## config.mk

```make
export PLATFORM = sky130hd
export DESIGN_NAME = pomr_regs
export DESIGN_NICKNAME = d
export VERILOG_FILES = /design/src/pkg/pomr_pkg.sv /design/src/pomr_flag_bit.sv /design/src/pomr_regs.sv
export VERILOG_INCLUDE_DIRS = /design/src /design/src/pkg
export SDC_FILE = /design/constraint.sdc
export NUM_CORES = 1
export LEC_CHECK = 0
export BUFFER_PORTS_ARGS = -buffer_cell sky130_fd_sc_hd__buf_2
export CELL_PAD_IN_SITES_DETAIL_PLACEMENT = 0
export CELL_PAD_IN_SITES_GLOBAL_PLACEMENT = 2
export CORE_ASPECT_RATIO = 0.9
export CORE_MARGIN = 2
export CORE_UTILIZATION = 23
export DETAILED_ROUTE_END_ITERATION = 6
export PLACE_DENSITY_LB_ADDON = 0.1
export SYNTH_ARGS = -nofsm -noshare
export SYNTH_HDL_FRONTEND = slang
export SYNTH_SLANG_ARGS = --single-unit
```

## constraint.sdc

```tcl
create_clock -name clk_sys -period 2.04 [get_ports clk_sys]
set_clock_uncertainty 0.15 [all_clocks]
set_input_delay 0.612 -clock clk_sys [delete_from_list [all_inputs] [get_ports clk_sys]]
set_output_delay 0.612 -clock clk_sys [all_outputs]
set_load 0.1 [all_outputs]
```

## src/pkg/pomr_cfg.svh

```systemverilog
// Purpose: offsets, field positions and reset values of the option bank
// Assumes: 8-bit register port, 4-bit address
// Notes:   offsets and reset values chosen for this block
`ifndef POMR_CFG_SVH
`define POMR_CFG_SVH

// ==========================================================================
// offsets
`define POMR_OFS_OD      4'h0
`define POMR_OFS_PH      4'h1
`define POMR_OFS_WDT     4'h2
`define POMR_OFS_MASK    4'h3
`define POMR_OFS_FLAG    4'h4
`define POMR_OFS_P5      4'h5
`define POMR_OFS_GIE     4'h6

// ==========================================================================
// field positions
`define POMR_WDT_EN_BIT  7
`define POMR_INT_SEL_BIT 6
`define POMR_PH_UNUSED   4
`define POMR_GIE_BIT     0

// ==========================================================================
// reset values and used-bit masks
`define POMR_RST_OD      8'hFF
`define POMR_RST_PH      8'hEF
`define POMR_RST_WDT     8'h00
`define POMR_RST_MASK    8'h00
`define POMR_MASK_USED   8'h7F
`define POMR_PH_USED     8'hEF

`endif

```

## src/pkg/pomr_pkg.sv

```systemverilog
// Purpose: types of the option and mask register bank
// Assumes: nothing beyond the cfg header
// Notes:   pad group carries per-pin controls
package pomr_pkg;

	typedef struct packed {
		logic [3:0] p6_od_n;   // port6 pins 7..4
		logic [3:0] p5_od_n;   // port5 pins 7,4,2,1
		logic [3:0] p6_ph_n;   // port6 pins 3..0
		logic [2:0] p5_ph_n;   // port5 pins 6,5,3
	} pomr_pad_s;

	typedef struct packed {
		logic       wr;
		logic       rd;
		logic [3:0] addr;
		logic [7:0] wdata;
	} pomr_req_s;

endpackage

```

## src/pomr_flag_bit.sv

```systemverilog
// Purpose: one sticky interrupt flag, set by hardware, cleared by software
// Assumes: event is one clk_sys cycle or longer, same domain
// Notes:   set wins over a clear in the same cycle
`timescale 1ns/1ps
module pomr_flag_bit (
	// clock and reset
	input  wire logic clk_sys,
	input  wire logic rst_n,
	// set and clear
	input  wire logic set_evt,
	input  wire logic clr,
	// state
	output logic      flag
);

	// ======================================================================
	// flag storage
	always_ff @(posedge clk_sys)
	begin
		if (!rst_n)
			flag <= 1'b0;
		else if (set_evt)
			flag <= 1'b1;
		else if (clr)
			flag <= 1'b0;
	end

endmodule

```

## src/pomr_regs.sv

```systemverilog
// Purpose: open-drain, pull-high, watchdog/int-pin and interrupt mask bank
// Assumes: one clock, synchronous active-low reset, 8-bit register port
// Notes:   flag sources and pins come from outside; pins are synchronised
//
// Chosen here: the address-and-strobe port and the placing of the registers.
`timescale 1ns/1ps
`include "pomr_cfg.svh"

module pomr_regs
	import pomr_pkg::*;
#(
	parameter int NFLAG = 7
)(
	// clock and reset
	input  wire logic              clk_sys,
	input  wire logic              rst_n,
	// register port
	input  wire pomr_req_s         req,
	output logic [7:0]             rdata,
	// core instruction strobes
	input  wire logic              gie_on,
	input  wire logic              gie_off,
	// flag sources other than the pin, one-cycle events
	input  wire logic [NFLAG-1:0]  src_evt,
	// port5 pins and direction
	input  wire logic [7:0]        p5_pin,
	input  wire logic              p5_dir0,
	// controls out
	output pomr_pad_s              pad,
	output logic                   wdt_en,
	output logic                   int_pin_sel,
	output logic                   irq_req
);

	// ======================================================================
	// storage
	logic [7:0]       od_sel;
	logic [7:0]       ph_sel;
	logic [6:0]       mask;
	logic             gie;
	logic [NFLAG-1:0] flags;
	logic [NFLAG-1:0] next_set;
	logic [NFLAG-1:0] clr;
	logic [7:0]       p5_m;
	logic [7:0]       p5_s;
	logic             int_prev;
	logic             wr_en;

	assign wr_en = req.wr;

	// ======================================================================
	// pin synchroniser, first stage read only by second
	always_ff @(posedge clk_sys)
	begin
		if (!rst_n)
		begin
			p5_m <= 8'hFF;
			p5_s <= 8'hFF;
		end
		else
		begin
			p5_m <= p5_pin;
			p5_s <= p5_m;
		end
	end

	// ======================================================================
	// control registers
	always_ff @(posedge clk_sys)
	begin
		if (!rst_n)
			od_sel <= `POMR_RST_OD;
		else if (wr_en && req.addr == `POMR_OFS_OD)
			od_sel <= req.wdata;
	end

	always_ff @(posedge clk_sys)
	begin
		if (!rst_n)
			ph_sel <= `POMR_RST_PH;
		else if (wr_en && req.addr == `POMR_OFS_PH)
			ph_sel <= req.wdata & `POMR_PH_USED;
	end

	always_ff @(posedge clk_sys)
	begin
		if (!rst_n)
		begin
			wdt_en      <= 1'b0;
			int_pin_sel <= 1'b0;
		end
		else if (wr_en && req.addr == `POMR_OFS_WDT)
		begin
			wdt_en      <= req.wdata[`POMR_WDT_EN_BIT];
			int_pin_sel <= req.wdata[`POMR_INT_SEL_BIT];
		end
	end

	always_ff @(posedge clk_sys)
	begin
		if (!rst_n)
			mask <= 7'h00;
		else if (wr_en && req.addr == `POMR_OFS_MASK)
			mask <= req.wdata[6:0];
	end

	// global enable, an off strobe beats an on strobe
	always_ff @(posedge clk_sys)
	begin
		if (!rst_n)
			gie <= 1'b0;
		else if (gie_off)
			gie <= 1'b0;
		else if (gie_on)
			gie <= 1'b1;
		else if (wr_en && req.addr == `POMR_OFS_GIE)
			gie <= req.wdata[`POMR_GIE_BIT];
	end

	// ======================================================================
	// pad controls, straight from flops
	always_ff @(posedge clk_sys)
	begin
		if (!rst_n)
			pad <= '1;
		else
		begin
			pad.p6_od_n <= od_sel[3:0];
			pad.p5_od_n <= od_sel[7:4];
			pad.p6_ph_n <= ph_sel[3:0];
			pad.p5_ph_n <= ph_sel[7:5];
		end
	end

	// ======================================================================
	// flags; falling edge on the pin only counts when selected as input
	always_ff @(posedge clk_sys)
	begin
		if (!rst_n)
			int_prev <= 1'b1;
		else
			int_prev <= p5_s[0];
	end

	always_comb
	begin
		next_set    = src_evt;
		next_set[2] = src_evt[2] | (int_pin_sel & p5_dir0 &
			int_prev & ~p5_s[0]);
		if (!int_pin_sel)
			next_set[2] = 1'b0;
		clr = '0;
		if (wr_en && req.addr == `POMR_OFS_FLAG)
			clr = ~req.wdata[NFLAG-1:0];
	end

	genvar gi;
	generate
		for (gi = 0; gi < NFLAG; gi++)
		begin : g_flag
			pomr_flag_bit u_flag (
				.clk_sys (clk_sys),
				.rst_n   (rst_n),
				.set_evt (next_set[gi]),
				.clr     (clr[gi]),
				.flag    (flags[gi])
			);
		end
	endgenerate

	// request registered; raised only with global enable
	always_ff @(posedge clk_sys)
	begin
		if (!rst_n)
			irq_req <= 1'b0;
		else
			irq_req <= gie & |(flags & mask);
	end

	// ======================================================================
	// read port, data one cycle after the strobe
	always_ff @(posedge clk_sys)
	begin
		if (!rst_n)
			rdata <= 8'h00;
		else if (req.rd)
		begin
			case (req.addr)
				`POMR_OFS_OD:   rdata <= od_sel;
				`POMR_OFS_PH:   rdata <= ph_sel;
				`POMR_OFS_WDT:  rdata <= {wdt_en, int_pin_sel, 6'h00};
				`POMR_OFS_MASK: rdata <= {1'b0, mask};
				`POMR_OFS_FLAG: rdata <= {1'b0, flags & mask};
				`POMR_OFS_P5:   rdata <= p5_s;
				`POMR_OFS_GIE:  rdata <= {7'h00, gie};
				default:        rdata <= 8'h00;
			endcase
		end
		else
			rdata <= 8'h00;
	end
endmodule

```

# Yosys cells after proc, flatten, opt, wreduce, memory -nomap -nowiden
# Cells that the tools add are included.
[totals] regBits=73 out_inout_bits=26 input_bits=34 word_cells=74
[classes] n_mux=19 n_reduce_logical=18 n_eq_ne=6 bitwise_logic=9
[ops] cell="$pmux 8 s7" n=1
[ops] cell="$mux 1" n=17
[ops] cell="$reduce_bool 2->1" n=8
[ops] cell="$eq 4x3->1 const B" n=3
[ops] cell="$eq 4x2->1 const B" n=2
[ops] cell="$and 7x7->7" n=1
[ops] cell="$mux 7" n=1
[ops] cell="$not 7->7" n=1
[ops] cell="$reduce_or 7->1" n=1
[ops] cell="$logic_and 1x1->1" n=6
[ops] cell="$and 1x1->1" n=4
[ops] cell="$eq 4x1->1 const B" n=1
[ops] cell="$logic_not 4->1" n=1
[ops] cell="$not 1->1" n=2
[ops] cell="$reduce_and 2->1" n=1
[ops] cell="$reduce_or 2->1" n=1
[ops] cell="$or 1x1->1" n=1

# Longest topological paths before layout
# Gate-level depths: netlist of the first run.
[logic_depth] ltp_word=6 depth_mapped=6 ltp_nobuf=3

# Cells and area by module
# Synthesis of the first run repeated with hierarchy kept, for this count alone.
[unflattened] cells_unflattened=309 hier_area_um2=2989.1
[by_module_without_submodules] mod="pomr_regs" seq_area_each_um2=1321.3 instances=1 cells_each=288 area_per_inst_um2=2700.1
[by_module_without_submodules] mod="pomr_flag_bit" seq_area_each_um2=20.0 instances=7 cells_each=3 area_per_inst_um2=41.3

# Worst setup path after synthesis of the first run
# OpenSTA, ideal clock, no wires.
[synth_path] path_type="input -> register" startpoint="input port req[9] in the netlist's numbering" endpoint="register g_flag[2].u_flag.flag" setup_time_ns=0.128 arrival_time_ns=1.490 path_buffers=3 path_slack_ns=0.272 path_stages=6 t_required_ns=1.762 cell_sequence="buf_6 or2_1 buf_2 buf_6 o31ai_1 a21boi_0"
[synth_between] elab_chain_cells=4
[synth_lines] item="from (decl)" line_no="pomr_regs.sv:18" text="input wire pomr_req_s req,"
[synth_lines] item="$eq 4x3->1"
[synth_lines] item="$logic_and 1x1->1 (no line)"
[synth_lines] item="$mux 7" line_no="pomr_regs.sv:153" text="if (wr_en && req.addr == `POMR_OFS_FLAG)"
[synth_lines] item="$reduce_bool 2->1 (no line)"
[synth_lines] item="to (signal assigned)" line_no="pomr_flag_bit.sv:21" text="flag <= 1'b0;"
[synth_lines] item="to (signal assigned)" line_no="pomr_flag_bit.sv:23" text="flag <= 1'b1;"
[synth_lines] item="to (signal assigned)" line_no="pomr_flag_bit.sv:25" text="flag <= 1'b0;"
[synth_lines] item="to (decl)" line_no="pomr_flag_bit.sv:13" text="output logic flag"
# No other way between the ends.
# A chain may end at the register's enable or synchronous reset.

# Final worst setup path of the first run
[layout_path] startpoint="register int_pin_sel" endpoint="output port int_pin_sel"
[layout_rtl] item="from (decl)" line_no="pomr_regs.sv:31" text="output logic int_pin_sel,"
[layout_rtl] item="from (signal assigned)" line_no="pomr_regs.sv:95" text="int_pin_sel <= req.wdata[`POMR_INT_SEL_BIT];"
# No word-level cell between the ends.

==> flow_metrics.tcl, run 1 <==
set metrics [dict create \
    io_pins 60 \
    hold_ws_ns 0.254 \
    coreArea_mm2 0.0125 \
    rsz0062_at_grt "no" \
    ys_types 46 \
    initial_utilization 0.233 \
    wl_per_cell_um 17.5 \
    cts.path.max_buffers 2 \
    nets 407 \
    critPathMaxStageDelay_ns 0.46 \
    utilization 0.303 \
    clock.fmax_mhz 519 \
    finalHoldViolCount 0 \
    cts_tree "yes" \
    netlist_area_mm2 0.00293 \
    layout-drive-gt1-share 0.294 \
    rows 39 \
    worstReg2RegStart "od_sel[7]$_SDFFE_PN1P_" \
    highest_layer "met4" \
    min-delay-start "p5_m[3]$_SDFF_PN1_" \
    min_to "p5_s[3]$_SDFF_PN1_" \
    cp_num_cells 1 \
    cts_sinks 73 \
    yosysTopAreaCell "dfxtp_1" \
    cts_resized 0 \
    r2r_cells 3 \
    pwr_density_cell_mw_per_mm2 853 \
    r2r-end "rdata[7]$_SDFF_PN0_" \
    fp.dieW_um 123 \
    die_area_mm2 0.0136 \
    slew_headroom 0.672 \
    whs_path_depth 1 \
    critPathKind "flop to output pin" \
    wl_met2_um 4250 \
    synth_cells 301 \
    drt-initial-drc-count 105 \
    place.gp.congestion 0.774 \
    clk_pin_slew_worst_paths_ns 0.05 \
    drv_slew 0 \
    dr_total_vias 2471 \
    setup_viol 0 \
    p_total_mw 3.24 \
    drc 0 \
    synth.net_count 335 \
    crit_path_cell_trace "buf_2" \
    yosysTopAreaCellShare 0.499 \
    maxCapViolCount 0 \
    grt_pass1_vias 2506 \
    cp-end-kind "output pin" \
    yosys-top-cells-area "dfxtp_1 50%, nand3_1 7.4%, nand2b_1 7.3%, o21ai_0 4.8%, a21boi_0 2.3%" \
    ys_seq_area_frac 0.499 \
    ys_ff_latch 73 \
    htreeDepth 3 \
    route.met3.wl_um 457 \
    required_ns 1.28 \
    die_h_um 111 \
    outcome "finished, final reports clean" \
    r2r_setup_slack_ns 0.75 \
    grt_max_degree 57 \
    synth_area_per_cell_um2 9.73 \
    crit_slowest_cell "buf_2" \
    crit_family "buffers and inverters" \
    areaGrowthSynthToFinish_pct 29.8 \
    numCtsBuffers 9 \
    grt_pass1_wl_um 14800 \
    avgViaCountPerCell 4.57 \
    final.min_clock_period_ns 1.93 \
    cts-root-buf "clkbuf_16" \
    cp_data_arrival_time_ns 1.17 \
    drt-pass1-iter-count 4 \
    ctsHoldBuffers 0 \
    leakagePower_nw 1.44 \
    critPathBufInv 1 \
    period_share 0.945 \
    crit_path_start_kind "flop" \
    wirelength_um 9460 \
    clock_latency_ns 0.33 \
    peakVddDrop_mv 0.407 \
    mostFrequentLayoutCells "73 x dfxtp_1, 59 x buf_2, 43 x nand3_1, 34 x nand2b_1, 28 x o21ai_0" \
    hold_class "flop to flop" \
    diodes 0 \
    postRouteAntennaNets 0 \
    dp_hpwl_um 6910 \
    layout_commonest_cell "dfxtp_1" \
    antenna_found_initial 0 \
    post_cts_buffers 0 \
    worst_slew_pin_slew_ns 0.496 \
    critPathMaxFanout 4 \
    yosysWarnings 0 \
    portBuffers 59 \
    grtUsageTotal 0.146 \
    overflow 0 \
    m1WireLength_um 4580 \
]
kinds of logic after synthesis:
kind of cell / count (synthesis) / share of synthesized area
buffers and inverters: 30 / 0.0598
flip-flops: 73 / 0.499
AND/OR/NAND/NOR: 114 / 0.237
multiplexers: 5 / 0.0192
AO/OA/AOI/OAI: 79 / 0.185
cells in the mapped netlist (all sizes together):
cell type / number
dfxtp: 73
nand3: 43
nand2b: 34
o21ai: 30
buf: 17
a21boi: 10
clkbuf: 8
nand3b: 8
o21a: 7
nor3b: 6
o31a: 6
a21oi: 5
inv: 5
mux2: 5
a31oi: 4
a32oi: 4
and3: 4
nand2: 4
a211o: 3
nor2: 3
nor2b: 3
a22oi: 2
and3b: 2
o311ai: 2
or3b: 2
a2111o: 1
a222oi: 1
a41oi: 1
and2: 1
nor3: 1
nor4b: 1
nor4bb: 1
o21ba: 1
o311a: 1
o31ai: 1
or2: 1
through the flow:
stage | cell area [um2] | TNS (ns) | setup slack, ns | cells
after global routing | 3800 | 0 | 0.0568 | 541
final | 3800 | 0 | 0.112 | 541
after floorplan | 2930 | 0 | 0.272 | 301
after global placement | 3540 | -0.0779 | -0.0572 | 526
after detailed placement | 3540 | -0.0969 | -0.0651 | 526
after CTS | 3800 | 0 | 0.0838 | 541
how the worst max path moves through the flow:
| stage | from | endpoint |
|---|---|---|
| floorplan | req[9] | g_flag[2].u_flag.flag$_SDFFE_PN0P_ |
| finish | int_pin_sel$_SDFFE_PN0P_ | int_pin_sel |
| CTS | int_pin_sel$_SDFFE_PN0P_ | int_pin_sel |
| global placement | req[11] | rdata[6]$_SDFF_PN0_ |
| global route | int_pin_sel$_SDFFE_PN0P_ | int_pin_sel |
| detailed placement | req[10] | rdata[6]$_SDFF_PN0_ |
per-layer routing:
| layer | up-vias | global-route usage |
|---|---|---|
| met2 | 57 | 0.222 |
| met3 | 12 | 0.0386 |
| met4 | 0 | 0.0483 |
| li1 | 1227 | - |
| met5 | - | 0 |
| met1 | 1175 | 0.200 |
power breakdown:
| group | internal (mW) | total, mW | switching (mW) |
|---|---|---|---|
| Clock | 0.846 | 1.42 | 0.576 |
| Sequential | 1.47 | 1.49 | 0.0254 |
| Combinational | 0.131 | 0.331 | 0.200 |
registers in the layout (all words and copies together), names as in the netlist:
signal	flops
p5_m	8
ph_sel	7
gie	1
irq_req	1
pad	15
int_prev	1
od_sel	8
rdata	8
g_flag.u_flag.flag	7
wdt_en	1
p5_s	8
int_pin_sel	1
mask	7
layout make-up:
type | instances | area [um2]
clock buffers | 12 | 246
clock inverters | 3 | 17.5
fillers | 1355 | 8740
inverters | 5 | 18.8
multi-input cells | 198 | 1290
flip-flops and latches | 73 | 1460
well taps | 164 | 205
repair buffers | 86 | 561
Note: power is estimated with default switching activity, not from simulation.
==> run 2, diff against run 1 <==
--- a/config.mk
+++ b/config.mk
@@ -15,2 +15,3 @@
 export DETAILED_ROUTE_END_ITERATION = 6
+export GPL_TIMING_DRIVEN = 0
 export PLACE_DENSITY_LB_ADDON = 0.1
--- a/constraint.sdc
+++ b/constraint.sdc
@@ -4,2 +4,2 @@
 set_output_delay 0.612 -clock clk_sys [all_outputs]
-set_load 0.1 [all_outputs]
+set_load 0.005 [all_outputs]
==> run 2 against run 1 <==
  * Critical path depth up 4
  * First-iteration DRC count rose by 42%
  * Total power up 5.6%
  * Critical endpoint is now rdata[5]$_SDFF_PN0_
  * Combinational power down 17%
  * Non-clock buffer count shrank 4
  * Via count up 0.81%
  * Clock power increased by 17%
  * Die area is the same
==> flow_metrics.tcl, run 2 (synthesis results as in run 1) <==
set metrics [dict create \
    p_seq_frac 0.435 \
    drc 0 \
    crit_path_cell_trace "buf_2 > buf_4 > nor2_1 > a32oi_1 > a21oi_1" \
    post_cts_buffers 0 \
    grtUsageTotal 0.161 \
    die_area_mm2 0.0136 \
    final.min_clock_period_ns 1.96 \
    internal_power_mw 2.65 \
    whs_path_depth 1 \
    critPathMaxFanout 10 \
    top_register "pad" \
    wl_per_cell_um 19.2 \
    r2r_cells 3 \
    initial_utilization 0.233 \
    layout-drive-gt1-share 0.268 \
    layout_commonest_cell "dfxtp_1" \
    die_h_um 111 \
    required_ns 2.15 \
    portBuffers 57 \
    rows 39 \
    drv_slew 0 \
    clkPwrFrac 0.485 \
    antenna_found_initial 0 \
    startpoint "req[10]" \
    postRouteAntennaNets 0 \
    grt_pass1_vias 2615 \
    crit_path_start_kind "input pin" \
    p_switching_mw 0.779 \
    regArea_mm2 0.00146 \
    critPathKind "input pin to flop" \
    overflow 0 \
    critPathMaxStageDelay_ns 0.60 \
    cp_data_arrival_time_ns 2.08 \
    peakVddDrop_mv 0.328 \
    instances_no_fill 537 \
    coreArea_mm2 0.0125 \
    wirelength_um 10300 \
    io_pins 60 \
    hold_class "flop to flop" \
    multi_input_area_mm2 0.00129 \
    pwr_density_cell_mw_per_mm2 917 \
    switching_share 0.227 \
    dp_cells 522 \
    grt_pass1_wl_um 16000 \
    leakagePower_nw 1.39 \
    clock_latency_ns 0.33 \
    n_fill_cell 1340 \
    dp_hpwl_um 7250 \
    comb_power_share 0.080 \
    rsz0062_at_grt "no" \
    drt-initial-drc-count 149 \
    worstReg2RegStart "ph_sel[5]$_SDFFE_PN1P_" \
    drt-pass1-iter-count 4 \
    cp-end-kind "flop" \
    r2r_setup_slack_ns 0.70 \
    outcome "finished, final reports clean" \
    cts-root-buf "clkbuf_16" \
    grt_max_degree 12 \
    clk_pin_slew_worst_paths_ns 0.06 \
    maxCapViolCount 0 \
    fp.dieW_um 123 \
    cts_tree "yes" \
    min-delay-start "p5_m[2]$_SDFF_PN1_" \
    avgViaCountPerCell 4.64 \
    areaGrowthSynthToFinish_pct 27.5 \
    cts_sinks 73 \
    htreeDepth 3 \
    clock.fmax_mhz 509 \
    place.gp.congestion 0.772 \
    min_to "p5_s[2]$_SDFF_PN1_" \
    ctsHoldBuffers 0 \
    nets 403 \
    period_share 0.962 \
    fin_setup_tns_ns 0 \
    cts.path.max_buffers 2 \
    finalHoldViolCount 0 \
    slew_headroom 0.490 \
    numCtsBuffers 9 \
    cts_resized 0 \
    worst_slew_pin_slew_ns 0.762 \
    mostFrequentLayoutCells "73 x dfxtp_1, 65 x buf_2, 43 x nand3_1, 34 x nand2b_1, 28 x o21ai_0" \
    diodes 0 \
    dr_total_vias 2491 \
    r2r-end "rdata[5]$_SDFF_PN0_" \
    largest_reg_flops 15 \
    crit_slowest_cell "nor2_1" \
    setup_viol 0 \
]
## run 2: worst max-delay path by stage
stage / to / slack, ns / cells after the start
2_1_floorplan: g_flag[2].u_flag.flag$_SDFFE_PN0P_ / 0.27 / 6
3_3_place_gp: rdata[5]$_SDFF_PN0_ / -0.29 / 5
3_5_place_dp: rdata[4]$_SDFF_PN0_ / -0.27 / 5
4_1_cts: rdata[4]$_SDFF_PN0_ / 0.07 / 5
5_1_grt: rdata[5]$_SDFF_PN0_ / 0.05 / 6
6_report: rdata[5]$_SDFF_PN0_ / 0.08 / 5
## run 2: per-layer routing
layer	global-route usage	up-vias	part of all wire
li1	-	1215	-
met1	0.228	1186	0.48
met2	0.233	75	0.44
met3	0.0417	15	0.055
met4	0.0567	0	0.024
met5	0	-	0
## run 2: layout make-up
class / instances / area share
Buffer: 25 / 0.0419
Timing Repair Buffer: 57 / 0.0764
Clock buffer: 13 / 0.0751
Sequential cell: 73 / 0.391
Inverter: 5 / 0.00503
Multi-Input combinational cell: 198 / 0.346
Tap cell: 164 / 0.0550
Clock inverter: 2 / 0.00938
## run 2: power by group through the flow
stage	clock, mW	combinational, mW	sequential (mW)
2_1_floorplan	0	0.155	1.51
3_3_place_gp	0	0.277	1.52
3_5_place_dp	0	0.276	1.52
4_1_cts	1.70	0.277	1.49
5_1_grt	1.76	0.302	1.49
6_report	1.66	0.274	1.49
## run 2: metrics by stage
step / utilization / setup slack, ns / instance area [um2] / power [mW] / hold slack (ns)
6_report: 0.298 / 0.0770 / 3730 / 3.42 / 0.255
4_1_cts: 0.298 / 0.0677 / 3730 / 3.47 / 0.255
2_1_floorplan: - / 0.273 / 2930 / 1.67 / 0.236
3_5_place_dp: 0.273 / -0.269 / 3420 / 1.80 / 0.242
5_1_grt: 0.298 / 0.0510 / 3730 / 3.56 / 0.278
3_3_place_gp: 0.273 / -0.286 / 3420 / 1.80 / 0.241
## run 2: worst max-delay path, delay by kind of cell
family                 cells  cell delay [ns]
AND/OR/NAND/NOR            1             0.60
AO/OA/AOI/OAI              2             0.54
buffers and inverters      2             0.32
